## src/scs_pkg.sv

```systemverilog
// Shared constants and types for the system clock sync unit
package scs_pkg;
    // Clock rate
    localparam int unsigned CLK_HZ = 50000000;
    // Time of day kept in milliseconds since midnight
    localparam int TIME_W = 32;
    localparam logic [31:0] MS_PER_DAY = 32'h0526_5C00;
    localparam logic [31:0] MS_PER_MIN = 32'h0000_EA60;
    localparam logic [31:0] HALF_MIN_MS = 32'h0000_7530;
    // One millisecond in cycles
    localparam int unsigned MS_TICK_NS = 1000000;
    localparam int unsigned MS_TICK_CYC = MS_TICK_NS / (1000000000 / CLK_HZ);
    // Sync loss timeout: 1.5 minutes in milliseconds
    localparam logic [31:0] SYNC_TMO_MS = 32'h0001_5F90;
    // Backward step limit: four seconds
    localparam logic [31:0] NO_STEP_BACK_MS = 32'h0000_0FA0;
    // Filtered deviation clamp, +-125 ms
    localparam logic signed [31:0] FILT_LIM_MS = 32'sh0000_007D;
    // Filter weight as a right shift (1/4 of previous deviation)
    localparam int FILT_SHIFT = 2;
    // Reset values
    localparam logic [31:0] TIME_RST = 32'h0000_0000;
    localparam logic [15:0] AA_RST = 16'h0000;
    // Pulse input select encoding
    localparam logic [1:0] PSEL_NONE = 2'h0;
    localparam logic [1:0] PSEL_DI = 2'h1;
    localparam logic [1:0] PSEL_VI = 2'h2;
    localparam logic [1:0] PSEL_VO = 2'h3;
    // Sync source indicator codes
    typedef enum logic [1:0] {
        SRC_INTERNAL = 2'h0,
        SRC_PULSE = 2'h1,
        SRC_PROTOCOL = 2'h2
    } scs_src_t;
    // Update sequencer states, one-hot
    typedef enum logic [2:0] {
        ST_IDLE = 3'h1,
        ST_DEV = 3'h2,
        ST_APPLY = 3'h4
    } scs_state_t;
endpackage

```

## src/scs_sync2.sv

```systemverilog
// Two-stage synchroniser bank for asynchronous inputs
`timescale 1ns/10ps
module scs_sync2 #(
    parameter int W = 1
) (
    // Clock and reset
    input wire logic sys_clk_i,
    input wire logic sys_rst_i,
    // Asynchronous in, synchronised out
    input wire logic [W-1:0] async_i,
    output logic [W-1:0] sync_o
);
    // First stage is read only by the second
    logic [W-1:0] meta_q;
    logic [W-1:0] sync_q;

    // Both stages per bit
    genvar g;
    generate
        for (g = 0; g < W; g++) begin : g_bit
            always_ff @(posedge sys_clk_i) begin
                if (sys_rst_i) begin
                    meta_q[g] <= 1'b0;
                    sync_q[g] <= 1'b0;
                end else begin
                    meta_q[g] <= async_i[g];
                    sync_q[g] <= meta_q[g];
                end
            end
        end
    endgenerate

    assign sync_o = sync_q;
endmodule

```

## src/scs_top.sv

```systemverilog
// System time-of-day clock with pulse and message synchronisation
// Functional notes
// - Pulse sync from DI, virtual input or output
// - Rising edge rounds sync time to nearest minute
// - Add signed offset correction to sync time
// - Each sync updates the source indicator
// - No sync for 1.5 minutes: internal mode
// - Deviation is system time minus source time
// - Filter deviations, report applied adjustment
// - Learn drift, auto lead or lag correction
// - Under four seconds never step backwards
// - Interval sets 1 ms correction period, sign direction
// - Select none disables pulse sync
`timescale 1ns/10ps
module scs_top #(
    // Clock cycles per millisecond tick
    parameter int unsigned TICK_CYC = scs_pkg::MS_TICK_CYC,
    // Milliseconds without a sync before falling back to internal
    parameter logic [31:0] TMO_MS = scs_pkg::SYNC_TMO_MS
) (
    // Clock and reset
    input wire logic sys_clk_i,
    input wire logic sys_rst_i,
    // Minute pulse inputs, asynchronous
    input wire logic pulse_di_i,
    input wire logic pulse_vi_i,
    input wire logic pulse_vo_i,
    // Configuration
    input wire logic [1:0] pulse_input_select_i,
    input wire logic signed [31:0] sync_offset_correction_i,
    // Manual time set
    input wire logic time_set_i,
    input wire logic [31:0] time_set_val_i,
    // Protocol sync message, same clock
    input wire logic msg_valid_i,
    input wire logic [31:0] msg_time_i,
    // Manual drift settings, used while internal
    input wire logic [15:0] auto_adjust_interval_i,
    input wire logic drift_sign_i,
    // Status
    output logic [31:0] sys_time_o,
    output scs_pkg::scs_src_t sync_source_indicator_o,
    output logic signed [31:0] deviation_o,
    output logic signed [31:0] filtered_deviation_o,
    output logic [15:0] auto_adjust_interval_o,
    output logic drift_sign_o,
    output logic [15:0] msg_count_o
);
    import scs_pkg::*;

    // Synchronised pulse levels and edge memory
    logic [2:0] pulse_sync;
    logic sel_lvl;
    logic sel_lvl_q;
    logic pulse_edge;
    // Millisecond prescaler
    logic [15:0] tick_cnt_q;
    logic ms_tick;
    // Time of day and slowing debt
    logic [31:0] time_q;
    logic [31:0] slow_q;
    // Sync bookkeeping
    scs_src_t src_q;
    logic [31:0] since_q;
    logic [31:0] ref_q;
    scs_src_t ref_src_q;
    logic signed [31:0] dev_q;
    logic signed [31:0] fdev_q;
    scs_state_t st_q;
    logic [15:0] cnt_q;
    // Auto-adjust
    logic [15:0] aa_int_q;
    logic aa_lead_q;
    logic [15:0] aa_sec_q;
    logic [9:0] aa_ms_q;
    logic aa_fire;

    // Wrap a millisecond value into one day
    function automatic logic [31:0] day_wrap(input logic signed [33:0] v);
        logic signed [33:0] d;
        d = $signed({2'b00, MS_PER_DAY});
        if (v < 0) day_wrap = 32'(v + d);
        else if (v >= d) day_wrap = 32'(v - d);
        else day_wrap = 32'(v);
    endfunction

    // Three pulse inputs through synchronisers
    scs_sync2 #(.W(3)) u_sync (
        .sys_clk_i(sys_clk_i),
        .sys_rst_i(sys_rst_i),
        .async_i({pulse_vo_i, pulse_vi_i, pulse_di_i}),
        .sync_o(pulse_sync)
    );

    // Input select; none forces a steady low
    always_comb begin
        case (pulse_input_select_i)
            PSEL_DI: sel_lvl = pulse_sync[0];
            PSEL_VI: sel_lvl = pulse_sync[1];
            PSEL_VO: sel_lvl = pulse_sync[2];
            default: sel_lvl = 1'b0;
        endcase
    end

    // Previous level for edge detection
    always_ff @(posedge sys_clk_i) begin
        if (sys_rst_i) sel_lvl_q <= 1'b0;
        else sel_lvl_q <= sel_lvl;
    end
    // One pulse per rising edge; a long high gives no repeat
    assign pulse_edge = sel_lvl & ~sel_lvl_q;

    // Millisecond tick
    always_ff @(posedge sys_clk_i) begin
        if (sys_rst_i || ms_tick) tick_cnt_q <= 16'h0000;
        else tick_cnt_q <= tick_cnt_q + 16'h0001;
    end
    assign ms_tick = (tick_cnt_q == 16'(TICK_CYC - 1));

    // Reference time: rounded pulse minute or message time, plus offset
    always_ff @(posedge sys_clk_i) begin
        if (sys_rst_i) begin
            ref_q <= TIME_RST;
            ref_src_q <= SRC_INTERNAL;
        end else if (st_q == ST_IDLE && pulse_edge) begin
            // Nearest minute: drop remainder, round up from half
            ref_q <= day_wrap(34'sd0 + $signed({2'b00,
                time_q - (time_q % MS_PER_MIN)}) +
                ((time_q % MS_PER_MIN) >= HALF_MIN_MS ?
                $signed({2'b00, MS_PER_MIN}) : 34'sd0) +
                34'(sync_offset_correction_i));
            ref_src_q <= SRC_PULSE;
        end else if (st_q == ST_IDLE && msg_valid_i) begin
            ref_q <= day_wrap($signed({2'b00, msg_time_i}) +
                34'(sync_offset_correction_i));
            ref_src_q <= SRC_PROTOCOL;
        end
    end

    // Sequencer: take, compute deviation, apply
    always_ff @(posedge sys_clk_i) begin
        if (sys_rst_i) st_q <= ST_IDLE;
        else begin
            case (st_q)
                ST_IDLE: if (pulse_edge || msg_valid_i) st_q <= ST_DEV;
                ST_DEV: st_q <= ST_APPLY;
                ST_APPLY: st_q <= ST_IDLE;
                default: st_q <= ST_IDLE;
            endcase
        end
    end

    // Deviation and filtered deviation
    always_ff @(posedge sys_clk_i) begin
        if (sys_rst_i) begin
            dev_q <= 32'sh0000_0000;
            fdev_q <= 32'sh0000_0000;
        end else if (st_q == ST_DEV) begin
            dev_q <= $signed(time_q) - $signed(ref_q);
            // Quarter of the previous deviation, clamped to +-125 ms
            if ((dev_q >>> FILT_SHIFT) > FILT_LIM_MS)
                fdev_q <= FILT_LIM_MS;
            else if ((dev_q >>> FILT_SHIFT) < -FILT_LIM_MS)
                fdev_q <= -FILT_LIM_MS;
            else
                fdev_q <= dev_q >>> FILT_SHIFT;
        end
    end

    // Auto-adjust interval in seconds, 1 ms each time it elapses
    always_ff @(posedge sys_clk_i) begin
        if (sys_rst_i) begin
            aa_sec_q <= AA_RST;
            aa_ms_q <= 10'h000;
        end else if (ms_tick) begin
            if (aa_ms_q == 10'h3E7) begin
                aa_ms_q <= 10'h000;
                if (aa_fire) aa_sec_q <= AA_RST;
                else aa_sec_q <= aa_sec_q + 16'h0001;
            end else aa_ms_q <= aa_ms_q + 10'h001;
        end
    end
    assign aa_fire = (aa_int_q != AA_RST) &&
        (aa_sec_q + 16'h0001 >= aa_int_q) && (aa_ms_q == 10'h3E7);

    // Drift learning: external sync adapts interval, else manual
    always_ff @(posedge sys_clk_i) begin
        if (sys_rst_i) begin
            aa_int_q <= AA_RST;
            aa_lead_q <= 1'b0;
        end else if (src_q == SRC_INTERNAL) begin
            aa_int_q <= auto_adjust_interval_i;
            aa_lead_q <= drift_sign_i;
        end else if (st_q == ST_APPLY && fdev_q != 32'sh0) begin
            // Nudge interval shorter while error persists
            aa_lead_q <= (fdev_q > 0);
            // First learned step from a zero interval sets 1000 s
            if (aa_int_q == AA_RST) aa_int_q <= 16'h03E8;
            else if (aa_int_q > 16'h0001) aa_int_q <= aa_int_q - 16'h0001;
        end
    end

    // System time: tick, slow, set, correct
    always_ff @(posedge sys_clk_i) begin
        if (sys_rst_i) begin
            time_q <= TIME_RST;
            slow_q <= TIME_RST;
        end else if (time_set_i) begin
            time_q <= time_set_val_i;
            slow_q <= TIME_RST;
        end else if (st_q == ST_APPLY && (dev_q >= $signed(NO_STEP_BACK_MS)
                || dev_q <= -$signed(NO_STEP_BACK_MS))) begin
            // Gross error: step straight onto the reference
            time_q <= ref_q;
            slow_q <= TIME_RST;
        end else if (st_q == ST_APPLY && fdev_q < 0) begin
            // Lagging: step forward by the filtered amount
            time_q <= day_wrap($signed({2'b00, time_q}) - 34'(fdev_q));
        end else if (st_q == ST_APPLY && fdev_q > 0) begin
            // Leading: hold back ticks instead of stepping back
            slow_q <= slow_q + 32'(fdev_q);
        end else if (ms_tick) begin
            if (aa_fire && !aa_lead_q)
                time_q <= day_wrap($signed({2'b00, time_q}) + 34'sd2);
            else if ((aa_fire && aa_lead_q) || slow_q != TIME_RST) begin
                // Skip this tick; time never runs backwards
                if (slow_q != TIME_RST && !(aa_fire && aa_lead_q))
                    slow_q <= slow_q - 32'h1;
            end else
                time_q <= day_wrap($signed({2'b00, time_q}) + 34'sd1);
        end
    end

    // Source indicator, timeout and message count
    always_ff @(posedge sys_clk_i) begin
        if (sys_rst_i) begin
            src_q <= SRC_INTERNAL;
            since_q <= TIME_RST;
            cnt_q <= 16'h0000;
        end else if (st_q == ST_APPLY) begin
            src_q <= ref_src_q;
            since_q <= TIME_RST;
            cnt_q <= cnt_q + 16'h0001;
        end else if (ms_tick && src_q != SRC_INTERNAL) begin
            if (since_q + 32'h1 >= TMO_MS) src_q <= SRC_INTERNAL;
            else since_q <= since_q + 32'h1;
        end
    end

    // Registered outputs
    always_ff @(posedge sys_clk_i) begin
        if (sys_rst_i) begin
            sys_time_o <= TIME_RST;
            sync_source_indicator_o <= SRC_INTERNAL;
            deviation_o <= 32'sh0;
            filtered_deviation_o <= 32'sh0;
            auto_adjust_interval_o <= AA_RST;
            drift_sign_o <= 1'b0;
            msg_count_o <= 16'h0000;
        end else begin
            sys_time_o <= time_q;
            sync_source_indicator_o <= src_q;
            deviation_o <= dev_q;
            filtered_deviation_o <= fdev_q;
            auto_adjust_interval_o <= aa_int_q;
            drift_sign_o <= aa_lead_q;
            msg_count_o <= cnt_q;
        end
    end
endmodule

```

## config.mk

```make
export PLATFORM = sky130hd
export DESIGN_NAME = scs_top
export DESIGN_NICKNAME = d
export VERILOG_FILES = /design/src/scs_pkg.sv /design/src/scs_sync2.sv /design/src/scs_top.sv
export SDC_FILE = /design/constraint.sdc
export NUM_CORES = 2
export LEC_CHECK = 0
export ABC_AREA = 1
export BUFFER_PORTS_ARGS = -buffer_cell sky130_fd_sc_hd__buf_2
export CAP_MARGIN = 0
export CELL_PAD_IN_SITES_DETAIL_PLACEMENT = 1
export CELL_PAD_IN_SITES_GLOBAL_PLACEMENT = 2
export CORE_MARGIN = 2
export CORE_UTILIZATION = 35
export CTS_CLUSTER_DIAMETER = 200
export DETAILED_ROUTE_END_ITERATION = 10
export GPL_TIMING_DRIVEN = 0
export PLACE_DENSITY = 0.89
export SETUP_SLACK_MARGIN = 0.2
export SLEW_MARGIN = 40
export SYNTH_ARGS = -nofsm -noshare
export SYNTH_HDL_FRONTEND = slang
export SYNTH_SLANG_ARGS = --single-unit
export TNS_END_PERCENT = 20
```

## constraint.sdc

```tcl
create_clock -name sys_clk_i -period 31.4 [get_ports sys_clk_i]
set_input_delay 7.85 -clock sys_clk_i [delete_from_list [all_inputs] [get_ports sys_clk_i]]
set_output_delay 7.85 -clock sys_clk_i [all_outputs]
set_load 0.02 [all_outputs]
```

**Yosys cells after proc, flatten, opt, wreduce, memory -nomap -nowiden**

Cells that the tools add are included.

- Register bits after elaboration: 412
- Input port bits: 122
- Output and inout bits: 131
- Logic and storage cells: 178

- Add/sub/neg operators: 26
- Divide/modulo/power cells: 1
- $lt $le $gt $ge: 20
- Equal/unequal tests: 12
- Muxes and demuxes: 43
- Bitwise operators: 4
- Reduce and logical (&&, ||, !) cells: 42

Operators by type and width:

| cell | number |
|---|---|
| 2-to-1 mux 32 bit | 26 |
| greater-or-equal comparator 34 x 28 -> 1 bit (second input constant) | 3 |
| less-than comparator 34 x 1 -> 1 bit (second input constant) | 3 |
| adder 32 x 28 -> 32 bit (second input constant) | 3 |
| 2-to-1 mux 16 bit | 6 |
| subtractor 32 x 28 -> 32 bit (second input constant) | 3 |
| greater-or-equal comparator 33 x 27 -> 1 bit (second input constant) | 2 |
| less-than comparator 33 x 1 -> 1 bit (second input constant) | 2 |
| adder 32 x 27 -> 32 bit (second input constant) | 2 |
| nonzero test 32 bit | 2 |
| subtractor 32 x 27 -> 32 bit (second input constant) | 2 |
| subtractor 32 bit | 2 |
| adder 16 x 1 -> 16 bit (second input constant) | 3 |
| adder 33 x 32 -> 34 bit | 1 |
| adder 34 x 32 -> 34 bit | 1 |
| subtractor 33 x 32 -> 34 bit | 1 |
| adder 32 x 1 -> 33 bit (second input constant) | 1 |
| adder 32 x 16 -> 33 bit | 1 |
| adder 32 x 2 -> 33 bit (second input constant) | 1 |
| adder 32 x 1 -> 32 bit (second input constant) | 1 |
| adder 32 bit | 1 |
| greater-or-equal comparator 32 x 13 -> 1 bit (second input constant) | 1 |
| greater-or-equal comparator 32 x 15 -> 1 bit (second input constant) | 1 |
| greater-or-equal comparator 32 x 17 -> 1 bit (second input constant) | 1 |
| 44 further kinds | 78 |

**Depth between registers and ports, before layout**

- Depth after elaboration: 13
- Mapped depth: 227
- Mapped depth without buffers: 217

**Modules after synthesis**

From an unflattened synthesis, not the netlist that was laid out.

- Cell total of the unflattened synthesis: 8,181
- Area total of the unflattened synthesis: 51,241.6 µm²

By module, submodules not included:

| module | instances | cells an instance | area an instance (µm²) | seq. area each (µm²) |
|---|---|---|---|---|
| scs_top | 1 | 8,163 | 51,076.5 | 8,047.7 |
| scs_sync2 | 1 | 18 | 165.2 | 120.1 |

**Worst setup path after synthesis**

OpenSTA, ideal clock, no wires.

- Path kind: reg2reg
- Start point: register time_q[1]
- End point: register ref_q[30]
- Setup time: 0.058 ns
- Arrival time: 22.541 ns
- Data required time: 31.342 ns
- Setup slack: 8.801 ns
- Cell stages (with the launch flop): 186
- Path buffers: 17
- Period minus slack after synthesis: 22.599 ns
- Cells stage by stage: dfxtp_1 -> inv_1 -> ha_1 -> inv_2 -> nand2_4 -> nor2_4 -> nand3_1 -> o21ai_1 -> nand3_2 -> nand2_2 -> nand2_1 -> nor2_1 -> nand4_4 -> nand4_4 -> buf_8 -> nand2_1 -> xor2_1 -> inv_1 -> (+150 left out) -> nand3_1 -> nand2_1 -> nand3_1 -> nand2_1 -> nand3_1 -> nand2_1 -> nand2_1 -> nand2_1 -> inv_1 -> nor2_1 -> inv_1 -> clkbuf_1 -> o31ai_1 -> xor2_1 -> nand2_1 -> nand3_1 -> o211ai_1 -> inv_1

- Word-level cells in the longest chain between the ends: 9
- Elaborated cells on any way between the ends: 13
- Classes of those cells: add/sub (5); div (1); order compare (3); mux (4)

RTL lines:

| item | RTL line | source |
|---|---|---|
| from (decl) | scs_top.sv:60 | `logic [31:0] time_q;` |
| from (signal assigned) | scs_top.sv:209 | `time_q <= time_set_val_i;` |
| from (signal assigned) | scs_top.sv:214 | `time_q <= ref_q;` |
| from (signal assigned) | scs_top.sv:218 | `time_q <= day_wrap($signed({2'b00, time_q}) - 34'(fdev_q));` |
| modulo 32 x 16 -> 32 bit | scs_top.sv:128, scs_top.sv:129 |  |
| greater-or-equal comparator 32 x 15 -> 1 bit | scs_top.sv:129 | `((time_q % MS_PER_MIN) >= HALF_MIN_MS ?` |
| 2-to-1 mux 16 bit | scs_top.sv:129 |  |
| adder 32 x 16 -> 33 bit (*) | scs_top.sv:128 | `time_q - (time_q % MS_PER_MIN)}) +` |
| adder 34 x 32 -> 34 bit (*) | scs_top.sv:130 | `$signed({2'b00, MS_PER_MIN}) : 34'sd0) +` |
| subtractor 32 x 28 -> 32 bit / greater-or-equal comparator 34 x 28 -> 1 bit (equally long branches) | scs_top.sv:83 | `else if (v >= d) day_wrap = 32'(v - d);` |
| 2-to-1 mux 32 bit | scs_top.sv:83 |  |
| 2-to-1 mux 32 bit (*) | scs_top.sv:82 | `if (v < 0) day_wrap = 32'(v + d);` |
| 2-to-1 mux 32 bit (*) | scs_top.sv:125 | `end else if (st_q == ST_IDLE && pulse_edge) begin` |
| to (signal assigned) | scs_top.sv:127 | `ref_q <= day_wrap(34'sd0 + $signed({2'b00,` |
| to (signal assigned) | scs_top.sv:134 | `ref_q <= day_wrap($signed({2'b00, msg_time_i}) +` |
| to (decl) | scs_top.sv:65 | `logic [31:0] ref_q;` |

Every way passes the cells marked *; elsewhere a longest branch is shown, timed or not.
A chain may end at the register's enable or synchronous reset.

**Worst setup path after layout**

- Start point: register time_q[1]
- End point: register ref_q[13]

Same word-level chain as after synthesis.

==> results.py <==
metrics = {
    "placed_design": {
        "hpwlAfterDp_um": 189000,
        "io_buffers": 250,
        "finalWeightedCongestion": 0.985,
        "dp_cells": 10200,
        "dpl_cell_area_um2": 55200,
        "pre_cts_ws_ns": 1.40,
    },
    "timing": {
        "fin_crit_sh_pct": 90.7,
        "slew_headroom_pct": 33.1,
        "max_clock_freq_ghz": 0.0351,
        "finalSetupTns_ns": 0,
        "clock_skew_ns": 0.0404,
        "hold_viol": 0,
        "period_needed_ns": 28.47,
        "rsz0062_at_grt": "no",
        "tightest_slew_ns": 1.00,
        "slew_violations": 0,
        "setup_viol": 0,
        "finalWorstSetupSlack_ns": 2.93,
    },
    "clocking": {
        "cts_buffer_depth": 3,
        "clkTransAtPathRegs_ns": 0.07,
        "cts-root-buf": "clkbuf_16",
        "numCtsBuffers": 47,
        "tritoncts": "built",
        "htreeDepth": 2,
        "clkSinkCount": 408,
        "clk_latency_ns": 0.64,
    },
    "synthesis": {
        "ys.flop_type": "dfxtp_1",
        "synth_xor_xnor_area_share_pct": 7.85,
        "syn_inst": 8066,
        "async_flop_share_pct": 0,
        "synth-edff-count": 0,
        "syn_area_per_cell_um2": 6.39,
        "synth_top_family_by_area": "simple AND/OR/NAND/NOR gates",
        "ys_seq_area_share_pct": 15.9,
        "netlist_area_um2": 51500,
        "synthMuxAreaShare_pct": 0.0413,
        "synth_top_area_share_pct": 15.9,
        "synth_fp_nets": 8426,
        "synth_top_area_cell": "dfxtp_1",
        "synth_fa_ha_area_share_pct": 5.89,
        "yosys_warnings": 0,
        "yosys.area_share.simple_pct": 44.4,
        "synth_compound_area_share_pct": 14.4,
        "synthTopCellsByArea": "dfxtp_1 (16%), nand2_1 (12%), inv_1 (6.9%)",
        "synth.distinct_cells": 102,
        "ys_seq_elements": 408,
    },
    "worst_setup_path": {
        "cpLargestDelayFamily": "simple AND/OR/NAND/NOR gates",
        "path_class": "reg -> reg",
        "path_max_fanout": 10,
        "critPathArrivalTime_ns": 28.99,
        "slowest_delay_ns": 0.51,
        "crit_top_cell": "nand2_1",
        "slowest_stage": "dfxtp_2",
        "path_buf_inv": 27,
        "worstPathRequired_ns": 31.92,
        "end_kind": "flop",
        "start_kind": "flop",
    },
    "floorplanning": {
        "dieArea_um2": 150000,
        "core_um2": 146000,
        "ios": 253,
        "die_y_um": 388,
        "rows": 140,
        "start_util_pct": 35.3,
        "fp.dieW_um": 388,
    },
    "finish": {
        "multi_input_area_um2": 37400,
        "n_fill_cell": 19400,
        "final_cell_area_um2": 57100,
        "seq_area_um2": 8180,
        "final_layout_size_suffix_gt1_share_pct": 19.3,
        "final_nets": 8736,
        "synthToLayoutAreaGrowth_pct": 10.7,
        "fin_cells": 10300,
        "layout.cells.most_common_list": "nand2_1 (1582), inv_1 (945), nor2_1 (806), nand3_1 (595), a21oi_1 (464)",
        "layout_commonest_cell": "nand2_1",
    },
    "worst_hold_path": {
        "holdCritPathClass": "reg -> reg",
    },
    "grt": {
        "met2_usage_pct": 46.7,
        "gr-total-overflow": 0,
        "grt_antenna_before_repair": 28,
        "grt_pass1_vias": 56200,
        "grt.busiest_layer": "met2",
        "grt_max_degree": 15,
        "use_met3_pct": 2.60,
        "grt_use_total_pct": 28.7,
        "grtUsageMet1_pct": 39.5,
        "grt_pass1_wl_um": 338000,
    },
    "drt": {
        "drcViolationCount": 0,
        "ant_nets": 0,
        "first_iter_violations": 3754,
        "firstDrtPassIters": 5,
        "viasPerCell": 5.43,
        "num_vias": 56100,
        "wl_um": 225000,
        "wl_per_cell_um": 21.7,
    },
    "status": {
        "outcome": "completed",
    },
    "job": {
        "drv_cap": 0,
    },
}
per-layer routing:
metal / vias to the layer above / share of wire, %
li1: 27100 / -
met1: 27200 / 46
met2: 1512 / 45
met3: 331 / 5.3
met4: 2 / 3.7
met5: - / 0.0058
cells by family (layout without fill, tap and decap cells):
logic type | after synthesis | after routing
buffers and inverters | 1334 | 1683
other | 0 | 17
xor gates and xnor gates | 453 | 453
adders and majority gates | 239 | 239
DFF | 408 | 408
muxes | 2 | 2
AOI/OAI and AO/OA | 1259 | 1259
and+or+nand+nor | 4371 | 4371
sequential cells by signal (all words and copies together), names as in the netlist, 30 cells and up:
signal / flops
dev_q: 32
deviation_o: 32
fdev_q: 30
filtered_deviation_o: 30
ref_q: 32
since_q: 32
slow_q: 32
sys_time_o: 32
time_q: 32
cells in the mapped netlist, drive strengths merged (16+ instances only):
cell type / number
nand2: 2184
inv: 1078
nor2: 994
nand3: 727
a21oi: 475
o21ai: 445
dfxtp: 408
xor2: 381
ha: 232
nand4: 174
nor3: 160
clkbuf: 138
buf: 75
xnor2: 72
nor4: 63
clkinv: 40
o22ai: 40
o211ai: 39
o21bai: 37
a31oi: 33
nand3b: 25
a211oi: 24
o2111ai: 23
or2: 20
o31ai: 18
a21o: 16
worst register-to-register path, delay by kind of cell (launching register included):
family                   cells  cell delay (ns)
AO/OA/AOI/OAI               18             3.35
XOR/XNOR                     2             0.37
AND/OR/NAND/NOR            134            18.30
adder cells (fa/ha/maj)      3             1.20
buffers and inverters       27             4.63
flip-flops                   1             0.51
repair_timing:
action / CTS / global route
hold buffers: 0 / 0
hold endpoints to repair: 0 / 0
endpoints found under the setup margin: 0 / 22
buffers inserted: 0 / 8
resized for setup: 0 / 13
final timing paths:
| kind | startpoint | slack, ns | end | cells past startpoint |
|---|---|---|---|---|
| max | time_q[1]$_SDFFE_PP0P_ | 2.93 | ref_q[13]$_SDFFE_PP0P_ | 184 |
| min | u_sync.meta_q[0]$_SDFF_PP0_ | 0.40 | u_sync.sync_o[0]$_SDFF_PP0_ | 2 |
| max reg2reg | time_q[1]$_SDFFE_PP0P_ | 2.93 | ref_q[13]$_SDFFE_PP0P_ | 184 |
| min reg2reg | u_sync.meta_q[0]$_SDFF_PP0_ | 0.40 | u_sync.sync_o[0]$_SDFF_PP0_ | 2 |
through the flow:
| step | hold WS, ns | utilization [%] |
|---|---|---|
| final | 0.404 | 39.1 |
| after global routing | 0.434 | 39.1 |
| after CTS | 0.408 | 39.0 |
| after global placement | 0.395 | 37.8 |
| after floorplan | 0.388 | - |
| after detailed placement | 0.400 | 37.8 |
final cells by class:
cell class                      instances  share of cell area (%)
Antenna cell                           17                  0.0746
Buffer                                213                    2.91
Clock buffer                           62                    2.34
Clock inverter                         26                   0.601
Inverter                             1121                    7.58
Multi-Input combinational cell       6324                    65.6
Sequential cell                       408                    14.3
Tap cell                             1917                    4.20
Timing Repair Buffer                  261                    2.33
Power is left out: the tool's default activity adds up to more than one toggle a clock period on the data nets, which glitch-free logic cannot reach.
